===== src/pfsac_pkg.sv =====
`default_nettype none
package pfsac_pkg;

  // register indices on the plain register port
  localparam int unsigned REG_AW = 3;
  localparam logic [REG_AW-1:0] REG_ADDR_LOW  = 3'h0;
  localparam logic [REG_AW-1:0] REG_ADDR_HIGH = 3'h1;
  localparam logic [REG_AW-1:0] REG_DATA_LOW  = 3'h2;
  localparam logic [REG_AW-1:0] REG_DATA_HIGH = 3'h3;
  localparam logic [REG_AW-1:0] REG_CONTROL   = 3'h4;
  localparam logic [REG_AW-1:0] REG_UNLOCK    = 3'h5;

  // widths of the word and address pairs
  localparam int unsigned FL_AW      = 15;
  localparam int unsigned FL_DW      = 14;
  localparam int unsigned ADDR_HI_W  = FL_AW - 8;
  localparam int unsigned DATA_HI_W  = FL_DW - 8;

  // flash_control_reg bit positions
  localparam int unsigned CTL_RD    = 0;
  localparam int unsigned CTL_WR    = 1;
  localparam int unsigned CTL_WRITE_ENABLE_BIT  = 2;
  localparam int unsigned CTL_WRITE_ERROR_FLAG = 3;
  localparam int unsigned CTL_FREE  = 4;
  localparam int unsigned CTL_LWLO  = 5;
  localparam logic [7:0]  CTL_RESET = 8'h00;

  // unlock key pattern
  localparam logic [7:0] KEY_FIRST  = 8'h55;
  localparam logic [7:0] KEY_SECOND = 8'hAA;

  // timing
  localparam int unsigned CLK_MHZ          = 125;
  localparam int unsigned WRITE_TIME_US    = 2000;
  localparam int unsigned WRITE_CYCLES_DEF = WRITE_TIME_US * CLK_MHZ;
  localparam int unsigned CNT_W            = 18;

  // write protect field encodings and region limits
  localparam logic [1:0]       WP_NONE  = 2'h3;
  localparam logic [1:0]       WP_LOW   = 2'h2;
  localparam logic [1:0]       WP_HALF  = 2'h1;
  localparam logic [FL_AW-1:0] WP_LOW_LIMIT  = 15'h0200;
  localparam logic [FL_AW-1:0] WP_HALF_LIMIT = 15'h1000;

  typedef enum logic [2:0] {
    ST_IDLE, ST_RD_WAIT, ST_RD_FETCH, ST_WR_NOP1, ST_WR_NOP2, ST_WR_BUSY
  } pfsac_state_t;

  typedef enum logic [1:0] {KEY_IDLE, KEY_GOT_FIRST, KEY_ARMED} pfsac_key_t;

  typedef struct packed {
    logic             rd;
    logic             latch;
    logic             erase;
    logic             prog;
    logic             bulk;
    logic [FL_AW-1:0] addr;
    logic [FL_DW-1:0] wdata;
  } pfsac_fl_req_t;

  typedef struct packed {
    logic rd;
    logic wr;
    logic bulk;
  } pfsac_ext_req_t;

  function automatic logic pfsac_wp_blocks(input logic [1:0] wrt,
                                           input logic [FL_AW-1:0] addr);
    logic hit;
    hit = 1'b1;
    unique case (wrt)
      WP_NONE: hit = 1'b0;
      WP_LOW:  hit = (addr < WP_LOW_LIMIT);
      WP_HALF: hit = (addr < WP_HALF_LIMIT);
      default: hit = 1'b1;
    endcase
    return hit;
  endfunction : pfsac_wp_blocks

endpackage : pfsac_pkg
`default_nettype wire


===== src/pfsac_ctrl.sv =====
// Behaviour
// - flash self readable and writable, no mode
// - data pair holds one 14-bit word
// - address pair holds 15-bit word address
// - internal timer times each write or erase
// - code protect refuses external read and write
// - code protect never blocks self write
// - only external bulk erase clears code protect
// - write protect field blocks self write, erase
// - write protect never restricts external programmer
// - read bit starts read, write bit starts write
// - start bits only settable; zero writes ignored
// - hardware clears start bits at completion
// - write proceeds only with write enable set
// - write enable cleared at power-up
// - reset during write sets error flag, kept
// - unlock key register write-only, reads zero
// - writes refused without the key pattern
// - key 55h, AAh, then write bit, uninterrupted
// - two forced nops, then stall until done
// - fetch on second cycle, data next cycle
//
// Chosen here: the register offsets and strobed register access.
`default_nettype none
module pfsac_ctrl
  import pfsac_pkg::*;
#(
  parameter int unsigned WRITE_CYCLES = WRITE_CYCLES_DEF
) (
  input  wire logic              core_clk_i,
  input  wire logic              rst_i,
  input  wire logic              por_i,
  input  wire logic [REG_AW-1:0] reg_addr_i,
  input  wire logic [7:0]        reg_wdata_i,
  input  wire logic              reg_we_i,
  input  wire logic              reg_re_i,
  output logic      [7:0]        reg_rdata_o,
  input  wire logic              code_protect_bit_n_i,
  input  wire logic [1:0]        write_protect_field_i,
  input  wire pfsac_ext_req_t    ext_req_i,
  output logic                   ext_rd_grant_o,
  output logic                   ext_wr_grant_o,
  output pfsac_fl_req_t          fl_req_o,
  input  wire logic [FL_DW-1:0]  fl_rdata_i,
  output logic                   cpu_nop_o,
  output logic                   cpu_ignore_o,
  output logic                   cpu_stall_o
);

  logic [7:0]           addr_low_q;
  logic [ADDR_HI_W-1:0] addr_high_q;
  logic [7:0]           data_low_q;
  logic [DATA_HI_W-1:0] data_high_q;
  logic                 rd_q;
  logic                 wr_q;
  logic                 write_enable_bit_q;
  logic                 write_error_flag_q;
  logic                 free_q;
  logic                 lwlo_q;
  logic                 cp_prot_q;
  pfsac_state_t         state_q;
  pfsac_state_t         state_d;
  pfsac_key_t           key_q;
  logic [CNT_W-1:0]     cnt_q;
  logic [FL_AW-1:0]     fl_addr;
  logic                 ctl_we;
  logic                 start_wr;
  logic                 start_rd;
  logic                 wp_hit;

  assign fl_addr = {addr_high_q, addr_low_q};
  assign ctl_we  = reg_we_i && (reg_addr_i == REG_CONTROL);
  // latch loads are not flash writes, so protection skips them
  assign wp_hit = pfsac_wp_blocks(write_protect_field_i, fl_addr) && !reg_wdata_i[CTL_LWLO];

  // code protection plays no part in self access
  assign start_wr = ctl_we && reg_wdata_i[CTL_WR] && reg_wdata_i[CTL_WRITE_ENABLE_BIT]
                    && (key_q == KEY_ARMED) && !wp_hit
                    && (state_q == ST_IDLE);
  assign start_rd = ctl_we && reg_wdata_i[CTL_RD] && !start_wr && (state_q == ST_IDLE);

  // unlock key tracking; any other access between steps breaks it
  always_ff @(posedge core_clk_i)
  begin
    if (rst_i || por_i)
      key_q <= KEY_IDLE;
    else if (reg_we_i && reg_addr_i == REG_UNLOCK && reg_wdata_i == KEY_FIRST)
      key_q <= KEY_GOT_FIRST;
    else if (reg_we_i && reg_addr_i == REG_UNLOCK && reg_wdata_i == KEY_SECOND
             && key_q == KEY_GOT_FIRST)
      key_q <= KEY_ARMED;
    else if (reg_we_i || reg_re_i)
      key_q <= KEY_IDLE;
  end

  always_comb
  begin
    state_d = state_q;
    unique case (state_q)
      ST_IDLE:
      begin
        if (start_wr)
          state_d = ST_WR_NOP1;
        else if (start_rd)
          state_d = ST_RD_WAIT;
      end
      ST_RD_WAIT:  state_d = ST_RD_FETCH;
      ST_RD_FETCH: state_d = ST_IDLE;
      ST_WR_NOP1:  state_d = ST_WR_NOP2;
      ST_WR_NOP2:  state_d = lwlo_q ? ST_IDLE : ST_WR_BUSY;
      ST_WR_BUSY:
      begin
        if (cnt_q == '0)
          state_d = ST_IDLE;
      end
    endcase
  end

  always_ff @(posedge core_clk_i)
  begin
    if (rst_i || por_i)
      state_q <= ST_IDLE;
    else
      state_q <= state_d;
  end

  // internal write timer, software gives no duration
  always_ff @(posedge core_clk_i)
  begin
    if (rst_i || por_i)
      cnt_q <= '0;
    else if (state_q == ST_WR_NOP2)
      cnt_q <= CNT_W'(WRITE_CYCLES - 1);
    else if (state_q == ST_WR_BUSY && cnt_q != '0)
      cnt_q <= cnt_q - CNT_W'(1);
  end

  // address pair
  always_ff @(posedge core_clk_i)
  begin
    if (rst_i || por_i)
    begin
      addr_low_q  <= '0;
      addr_high_q <= '0;
    end
    else if (reg_we_i && reg_addr_i == REG_ADDR_LOW)
      addr_low_q  <= reg_wdata_i;
    else if (reg_we_i && reg_addr_i == REG_ADDR_HIGH)
      addr_high_q <= reg_wdata_i[ADDR_HI_W-1:0];
  end

  // data pair: read result wins over a software write in the same cycle
  always_ff @(posedge core_clk_i)
  begin
    if (rst_i || por_i)
    begin
      data_low_q  <= '0;
      data_high_q <= '0;
    end
    else if (state_q == ST_RD_FETCH)
    begin
      data_low_q  <= fl_rdata_i[7:0];
      data_high_q <= fl_rdata_i[FL_DW-1:8];
    end
    else if (reg_we_i && reg_addr_i == REG_DATA_LOW)
      data_low_q  <= reg_wdata_i;
    else if (reg_we_i && reg_addr_i == REG_DATA_HIGH)
      data_high_q <= reg_wdata_i[DATA_HI_W-1:0];
  end

  // start bits: set only by software, cleared only at completion or by reset
  always_ff @(posedge core_clk_i)
  begin
    if (rst_i || por_i)
    begin
      rd_q <= 1'b0;
      wr_q <= 1'b0;
    end
    else
    begin
      if (start_rd)
        rd_q <= 1'b1;
      else if (state_q == ST_RD_FETCH)
        rd_q <= 1'b0;
      if (start_wr)
        wr_q <= 1'b1;
      else if (state_q != ST_IDLE && state_d == ST_IDLE)
        wr_q <= 1'b0;
    end
  end

  // mode bits are frozen while an operation runs
  always_ff @(posedge core_clk_i)
  begin
    if (rst_i || por_i)
    begin
      write_enable_bit_q <= 1'b0;
      free_q <= 1'b0;
      lwlo_q <= 1'b0;
    end
    else if (ctl_we && state_q == ST_IDLE)
    begin
      write_enable_bit_q <= reg_wdata_i[CTL_WRITE_ENABLE_BIT];
      free_q <= reg_wdata_i[CTL_FREE];
      lwlo_q <= reg_wdata_i[CTL_LWLO];
    end
  end

  // error flag survives the ordinary reset; power-up or a control write with the bit at 0 clears it
  always_ff @(posedge core_clk_i)
  begin
    if (por_i)
      write_error_flag_q <= 1'b0;
    else if (rst_i && wr_q)
      write_error_flag_q <= 1'b1;
    else if (ctl_we && !rst_i)
      write_error_flag_q <= reg_wdata_i[CTL_WRITE_ERROR_FLAG];
  end

  // protection state caught at power-up; only bulk erase lifts it
  always_ff @(posedge core_clk_i)
  begin
    if (por_i)
      cp_prot_q <= ~code_protect_bit_n_i;
    else if (ext_req_i.bulk)
      cp_prot_q <= 1'b0;
  end

  // external programmer grants; write protect has no say here
  always_ff @(posedge core_clk_i)
  begin
    if (rst_i || por_i)
    begin
      ext_rd_grant_o <= 1'b0;
      ext_wr_grant_o <= 1'b0;
    end
    else
    begin
      ext_rd_grant_o <= ext_req_i.rd && !cp_prot_q;
      ext_wr_grant_o <= ext_req_i.wr && !cp_prot_q;
    end
  end

  // flash array requests and processor handshakes
  always_ff @(posedge core_clk_i)
  begin
    if (rst_i || por_i)
    begin
      fl_req_o     <= '0;
      cpu_nop_o    <= 1'b0;
      cpu_ignore_o <= 1'b0;
      cpu_stall_o  <= 1'b0;
    end
    else
    begin
      fl_req_o.rd    <= (state_d == ST_RD_FETCH);
      fl_req_o.latch <= start_wr && reg_wdata_i[CTL_LWLO];
      fl_req_o.erase <= (state_d == ST_WR_BUSY) && free_q;
      fl_req_o.prog  <= (state_d == ST_WR_BUSY) && !free_q;
      fl_req_o.bulk  <= ext_req_i.bulk;
      fl_req_o.addr  <= fl_addr;
      fl_req_o.wdata <= {data_high_q, data_low_q};
      cpu_nop_o      <= (state_d == ST_WR_NOP1) || (state_d == ST_WR_NOP2);
      cpu_ignore_o   <= (state_d == ST_RD_FETCH);
      cpu_stall_o    <= (state_d == ST_WR_BUSY);
    end
  end

  // register read port, data one cycle after the strobe
  always_ff @(posedge core_clk_i)
  begin
    if (rst_i || por_i)
      reg_rdata_o <= '0;
    else if (reg_re_i)
    begin
      unique case (reg_addr_i)
        REG_ADDR_LOW:  reg_rdata_o <= addr_low_q;
        REG_ADDR_HIGH: reg_rdata_o <= {1'b0, addr_high_q};
        REG_DATA_LOW:  reg_rdata_o <= data_low_q;
        REG_DATA_HIGH: reg_rdata_o <= {2'b00, data_high_q};
        REG_CONTROL:   reg_rdata_o <= {2'b00, lwlo_q, free_q, write_error_flag_q, write_enable_bit_q, wr_q, rd_q};
        REG_UNLOCK:    reg_rdata_o <= 8'h00;
        default:       reg_rdata_o <= 8'h00;
      endcase
    end
    else
      reg_rdata_o <= 8'h00;
  end
endmodule : pfsac_ctrl
`default_nettype wire


===== config.mk =====
export PLATFORM = sky130hd
export DESIGN_NAME = pfsac_ctrl
export DESIGN_NICKNAME = d
export VERILOG_FILES = /design/src/pfsac_pkg.sv /design/src/pfsac_ctrl.sv
export SDC_FILE = /design/constraint.sdc
export NUM_CORES = 1
export LEC_CHECK = 0
export ABC_AREA = 1
export BUFFER_PORTS_ARGS = -buffer_cell sky130_fd_sc_hd__buf_4
export CORE_MARGIN = 1
export CORE_UTILIZATION = 54
export DETAILED_ROUTE_END_ITERATION = 10
export PLACE_DENSITY = 0.78
export SLEW_MARGIN = 10
export SYNTH_ARGS = -nofsm -noshare
export SYNTH_HDL_FRONTEND = slang
export SYNTH_SLANG_ARGS = --single-unit
export TNS_END_PERCENT = 1

===== constraint.sdc =====
create_clock -name core_clk_i -period 2.1 [get_ports core_clk_i]
set_clock_uncertainty 0.15 [all_clocks]
set_input_delay 0.21 -clock core_clk_i [delete_from_list [all_inputs] [get_ports core_clk_i]]
set_output_delay 0.21 -clock core_clk_i [all_outputs]
set_load 0.1 [all_outputs]

== After elaboration in Yosys (flattened, before gate mapping) ==
Cells that the tools add are included.
Word-level totals
  register bits: 105
  input bits: 36
  output and inout port bits: 47
  logic and storage cells: 138
Operators by class
  add/sub/neg operators: 1
  order comparisons: 2
  equal/unequal tests: 22
  multiplexer cells: 25
  bitwise operators: 3
  reductions and logical operators: 57
Operators by type and width (count)
  8-bit one-hot mux with 5 select lines: 1
  18-bit two-way mux: 2
  1-bit logical AND: 28
  3-bit by 2-bit equality test with 1-bit output, second input constant: 6
  3-bit equality test, second input constant: 6
  18-bit zero test: 1
  6-bit two-way mux: 3
  3-bit one-hot mux with 6 select lines: 1
  18-bit nonzero test: 1
  18-bit by 1-bit subtractor with 18-bit output, second input constant: 1
  8-bit two-way mux: 2
  2-bit nonzero test: 8
  15-bit by 10-bit less-than comparator with 1-bit output, second input constant: 1
  15-bit by 13-bit less-than comparator with 1-bit output, second input constant: 1
  3-bit two-way mux: 4
  3-bit zero test: 3
  1-bit two-way mux: 9
  8-bit by 7-bit equality test with 1-bit output, second input constant: 1
  8-bit equality test, second input constant: 1
  2-bit equality test, second input constant: 3
  3-bit by 1-bit equality test with 1-bit output, second input constant: 2
  1-bit zero test: 6
  3-bit nonzero test: 2
  2-bit OR reduction: 3
  7 further kinds: 14

== Longest topological paths before layout ==
  word-level depth: 17
  depth in mapped cells: 14
  depth with buffers taken out: 14

== Worst setup path after synthesis ==
No wires, ideal clock.
  path kind: flip-flop to output port
  start: register, netlist name cpu_ignore_o
  end: output port fl_req_o[33] in the netlist's numbering
  arrival: 1.356 ns
  data required time: 1.740 ns
  path slack: 0.384 ns
  stages on the path, launching flop included: 2
  path buffers: 1
  path through: dfxtp_1 -> buf_4
RTL lines
  end: declaration: RTL line pfsac_ctrl.sv:43  | output pfsac_fl_req_t fl_req_o,

== Worst setup path in the final report ==
  start: register cnt_q[0]
  end: register cnt_q[15]
On the way
  cells in the longest elaborated chain, start to end: 3
  elaborated cells on any way between the ends: 6
  classes of those cells: add/sub (1); mux (2); reduce/logical (3)
RTL lines
  start: declaration: RTL line pfsac_ctrl.sv:64  | logic [CNT_W-1:0] cnt_q;
  start signal: assignment: RTL line pfsac_ctrl.sv:133  | cnt_q <= CNT_W'(WRITE_CYCLES - 1);
  start signal: assignment: RTL line pfsac_ctrl.sv:135  | cnt_q <= cnt_q - CNT_W'(1);
  18-bit by 1-bit subtractor with 18-bit output or 18-bit nonzero test (tied branches): RTL line pfsac_ctrl.sv:135, pfsac_ctrl.sv:134
  18-bit two-way mux or 1-bit logical AND (tied branches): RTL line pfsac_ctrl.sv:134  | else if (state_q == ST_WR_BUSY && cnt_q != '0)
  18-bit two-way mux or 2-bit nonzero test (tied branches)
Several ways; a longest one is shown, not always the timed one. The select of a mux whose other input is x is not followed.
A chain may end at the register's enable or synchronous reset.

==> reports/metrics.cfg <==
[status]
status=complete, no violations

[yosys]
async_reset_ff_frac=0
synth_nets=599
synth_area_leaders=dfxtp_1, nand2_1, nor2_1
ys_seq_elements=105
syn-cell-area_sq_um=4310
syn_inst=561
yosysSeqAreaShare=0.490
synth-edff-count=1
synth_top_area_share=0.483
synth_cell_type_count=42
synth.largest_area_cell=dfxtp_1
ys_warn_count=0
synth_ff_type=dfxtp_1
syn_area_per_cell_sq_um=7.69

[timing]
fmax_mhz=541
slew_headroom=0.710
setup_slack_ps=253
slew_viol_final=0
rsz0062_at_grt=false
worst_slew_pin_slew_ps=435
fin_setup_tns_ps=0
holdWs_ps=10.9
hold_viol_final=0
finalCritPeriodShare=0.879
finalSetupViolations=0
period_minus_slack_ps=1850

[clocking]
clock_latency_ps=370
cts_sinks=105
clockBufferDepth=2
cts_tree=done
cts.clk_slew.worst_paths_ps=100
h-tree-depth=3
root_buffer=clkbuf_8
cts_made_buffers=9
post_cts_resized=0

[setup_path]
cp_cell_sequence=inv_1 > ha_1 > nand4_1 > nor2_1 > nand2_1 > nand2_4 > nor2_4 > inv_2 > nor2_4 > nand2_1 > nand2_1 > nand3_1 > nand2_1 > inv_1
cp_slowest_stage_delay_ps=360
crit_top_cell=nand2_1
path_class=reg2reg
critPathSlowestCell=dfxtp_1
cp_max_fo=14
crit_arrival_ps=1980
worst_setup_path_start_kind=register
cp-end-kind=register
crit_buf_inv=3
crit_required_ps=2230
critPathTopFamily=simple AND/OR/NAND/NOR gates

[cells_and_area]
fin_nets=704
drive_gt1_frac=0.212
area_delta_synth_final_pct=26.6
diodes=0

[power_and_ir_drop]
powerDensity_nw_per_um2=697
power.leakage_uw=0.00233
peakVddDrop_v=0.000507

[grt]
overflow=0
grt_pass1_wl_um=18100
antenna_found_initial=0
grt_pass1_vias=3860
grt.total_usage=0.275
grt_max_degree=42

[floorplanning]
std_cell_rows=32
die_x_um=91.4
dieHeight_um=91.4
ios=83
initial_core_util=0.558
core-area_sq_um=7730
die_area_sq_um=8350

[drt]
dr_total_vias=4061
first_pass_iters=5
drt_iter0_drc=290
drt.antenna.violating_nets=0
drt-total-wl_um=11000
wl_per_cell_um=14.2
drc=0
via_per_inst=5.25

[min_path]
hold_class=in2reg

[placement]
port_buffers=82
gp_congestion=0.868
dp_slack_ps=275
post-dp-hpwl_um=7870

[flow_run]
cap_viol_max_count=0

## stage by stage
step           power (uW)  instances  utilization  instance area (sq um)
2_1_floorplan        2240        561            -                   4310
3_3_place_gp         2350        736        0.649                   5020
3_5_place_dp         2360        736        0.649                   5020
4_1_cts              3810        773        0.707                   5460
5_1_grt              3920        773        0.707                   5460
6_report             3800        773        0.707                   5460
## power breakdown
part,leakage [uW],switching (uW),internal [uW]
combinational,0.00136,205,121
clock,0.000119,731,724
sequential,0.000849,10.8,2010
total,0.00233,946,2860
## synth_stat cells (2+ instances only)
cell type and count:
dfxtp_1 104, nand4_1 5, buf_6 2, nor2_1 82
o21ai_1 4, o21ai_0 41, a21oi_1 39, o221ai_1 2
buf_2 5, nor4_1 2, clkbuf_1 6, nor2_2 6
a31oi_1 15, o211ai_1 4, ha_1 2, nand2_1 85
inv_2 8, nand2_2 5, inv_1 75, a21oi_2 2
nor3_1 8, nand3_1 19, nand3_2 2, nor2_4 6
o22ai_1 10, a211oi_1 4, nand3b_1 2, xor2_1 2
## registers in the layout (all words and copies together) (netlist names), 2 cells and up
register     count
reg_rdata_o      8
addr_high_q      7
addr_low_q       8
data_low_q       8
fl_req_o        33
data_high_q      6
state_q          3
key_q            2
cnt_q           18
## layout make-up
type	instances	area, sq um
inverters	84	318
flip-flops and latches	105	2110
fillers	619	2270
well taps	102	128
clock inverters	6	97.6
clock buffers	10	138
multi-input cells	356	1790
repair buffers	110	878
## tightest hold or removal path, stage by stage
cell and delay, ps:
buf_4 140, nand2_1 70, a31oi_1 70
## routing by layer
| metal | wire length (um) | global-route usage |
|---|---|---|
| met5 | 0 | 0 |
| met4 | 199 | 0.0979 |
| met3 | 655 | 0.0544 |
| met2 | 5110 | 0.442 |
| met1 | 5010 | 0.365 |
## cell usage in the layout (no fill, tap or decap), types with 4 or more instances in the layout
cell type	synthesis	routed
nand2_2	5	5
nand3_1	19	19
clkbuf_8	0	10
o21ai_0	41	41
dfxtp_1	104	104
nand4_1	5	5
nor3_1	8	8
o21ai_1	4	4
buf_4	1	89
o22ai_1	10	10
nor2_2	6	7
nor2_4	6	6
inv_1	75	75
nand2_1	85	85
nor2_1	82	81
a211oi_1	4	4
inv_2	8	8
o211ai_1	4	4
a21oi_1	39	39
dlygate4sd3_1	0	21
a31oi_1	15	15
## cell families (layout without fill, tap and decap cells)
family,Yosys count,count (layout),share of synthesized area
simple gates,227,227,0.241
compound gates,124,124,0.162
flops,105,105,0.490
buf+inv,100,210,0.0960
xor+xnor,3,3,0.00609
fa+ha+maj,2,2,0.00580
## final timing paths
path | startpoint | endpoint | slack [ps] | depth (start not counted)
setup / recovery | cnt_q[0]$_SDFFE_PP0P_ | cnt_q[15]$_SDFFE_PP0P_ | 250 | 14
hold / removal | reg_wdata_i[6] | data_low_q[6]$_SDFFE_PP0P_ | 10 | 3
setup reg to reg | cnt_q[0]$_SDFFE_PP0P_ | cnt_q[15]$_SDFFE_PP0P_ | 250 | 14
hold reg to reg | free_q$_SDFFE_PP0P_ | fl_req_o[30]$_SDFF_PP0_ | 280 | 1
## timing repair
| item | in CTS | in global routing |
|---|---|---|
| endpoints found under the hold margin | 22 | 0 |
| hold buffers | 21 | 0 |
| buffers inserted | 0 | 0 |
No activity file was read; power rests on OpenSTA's default activity.
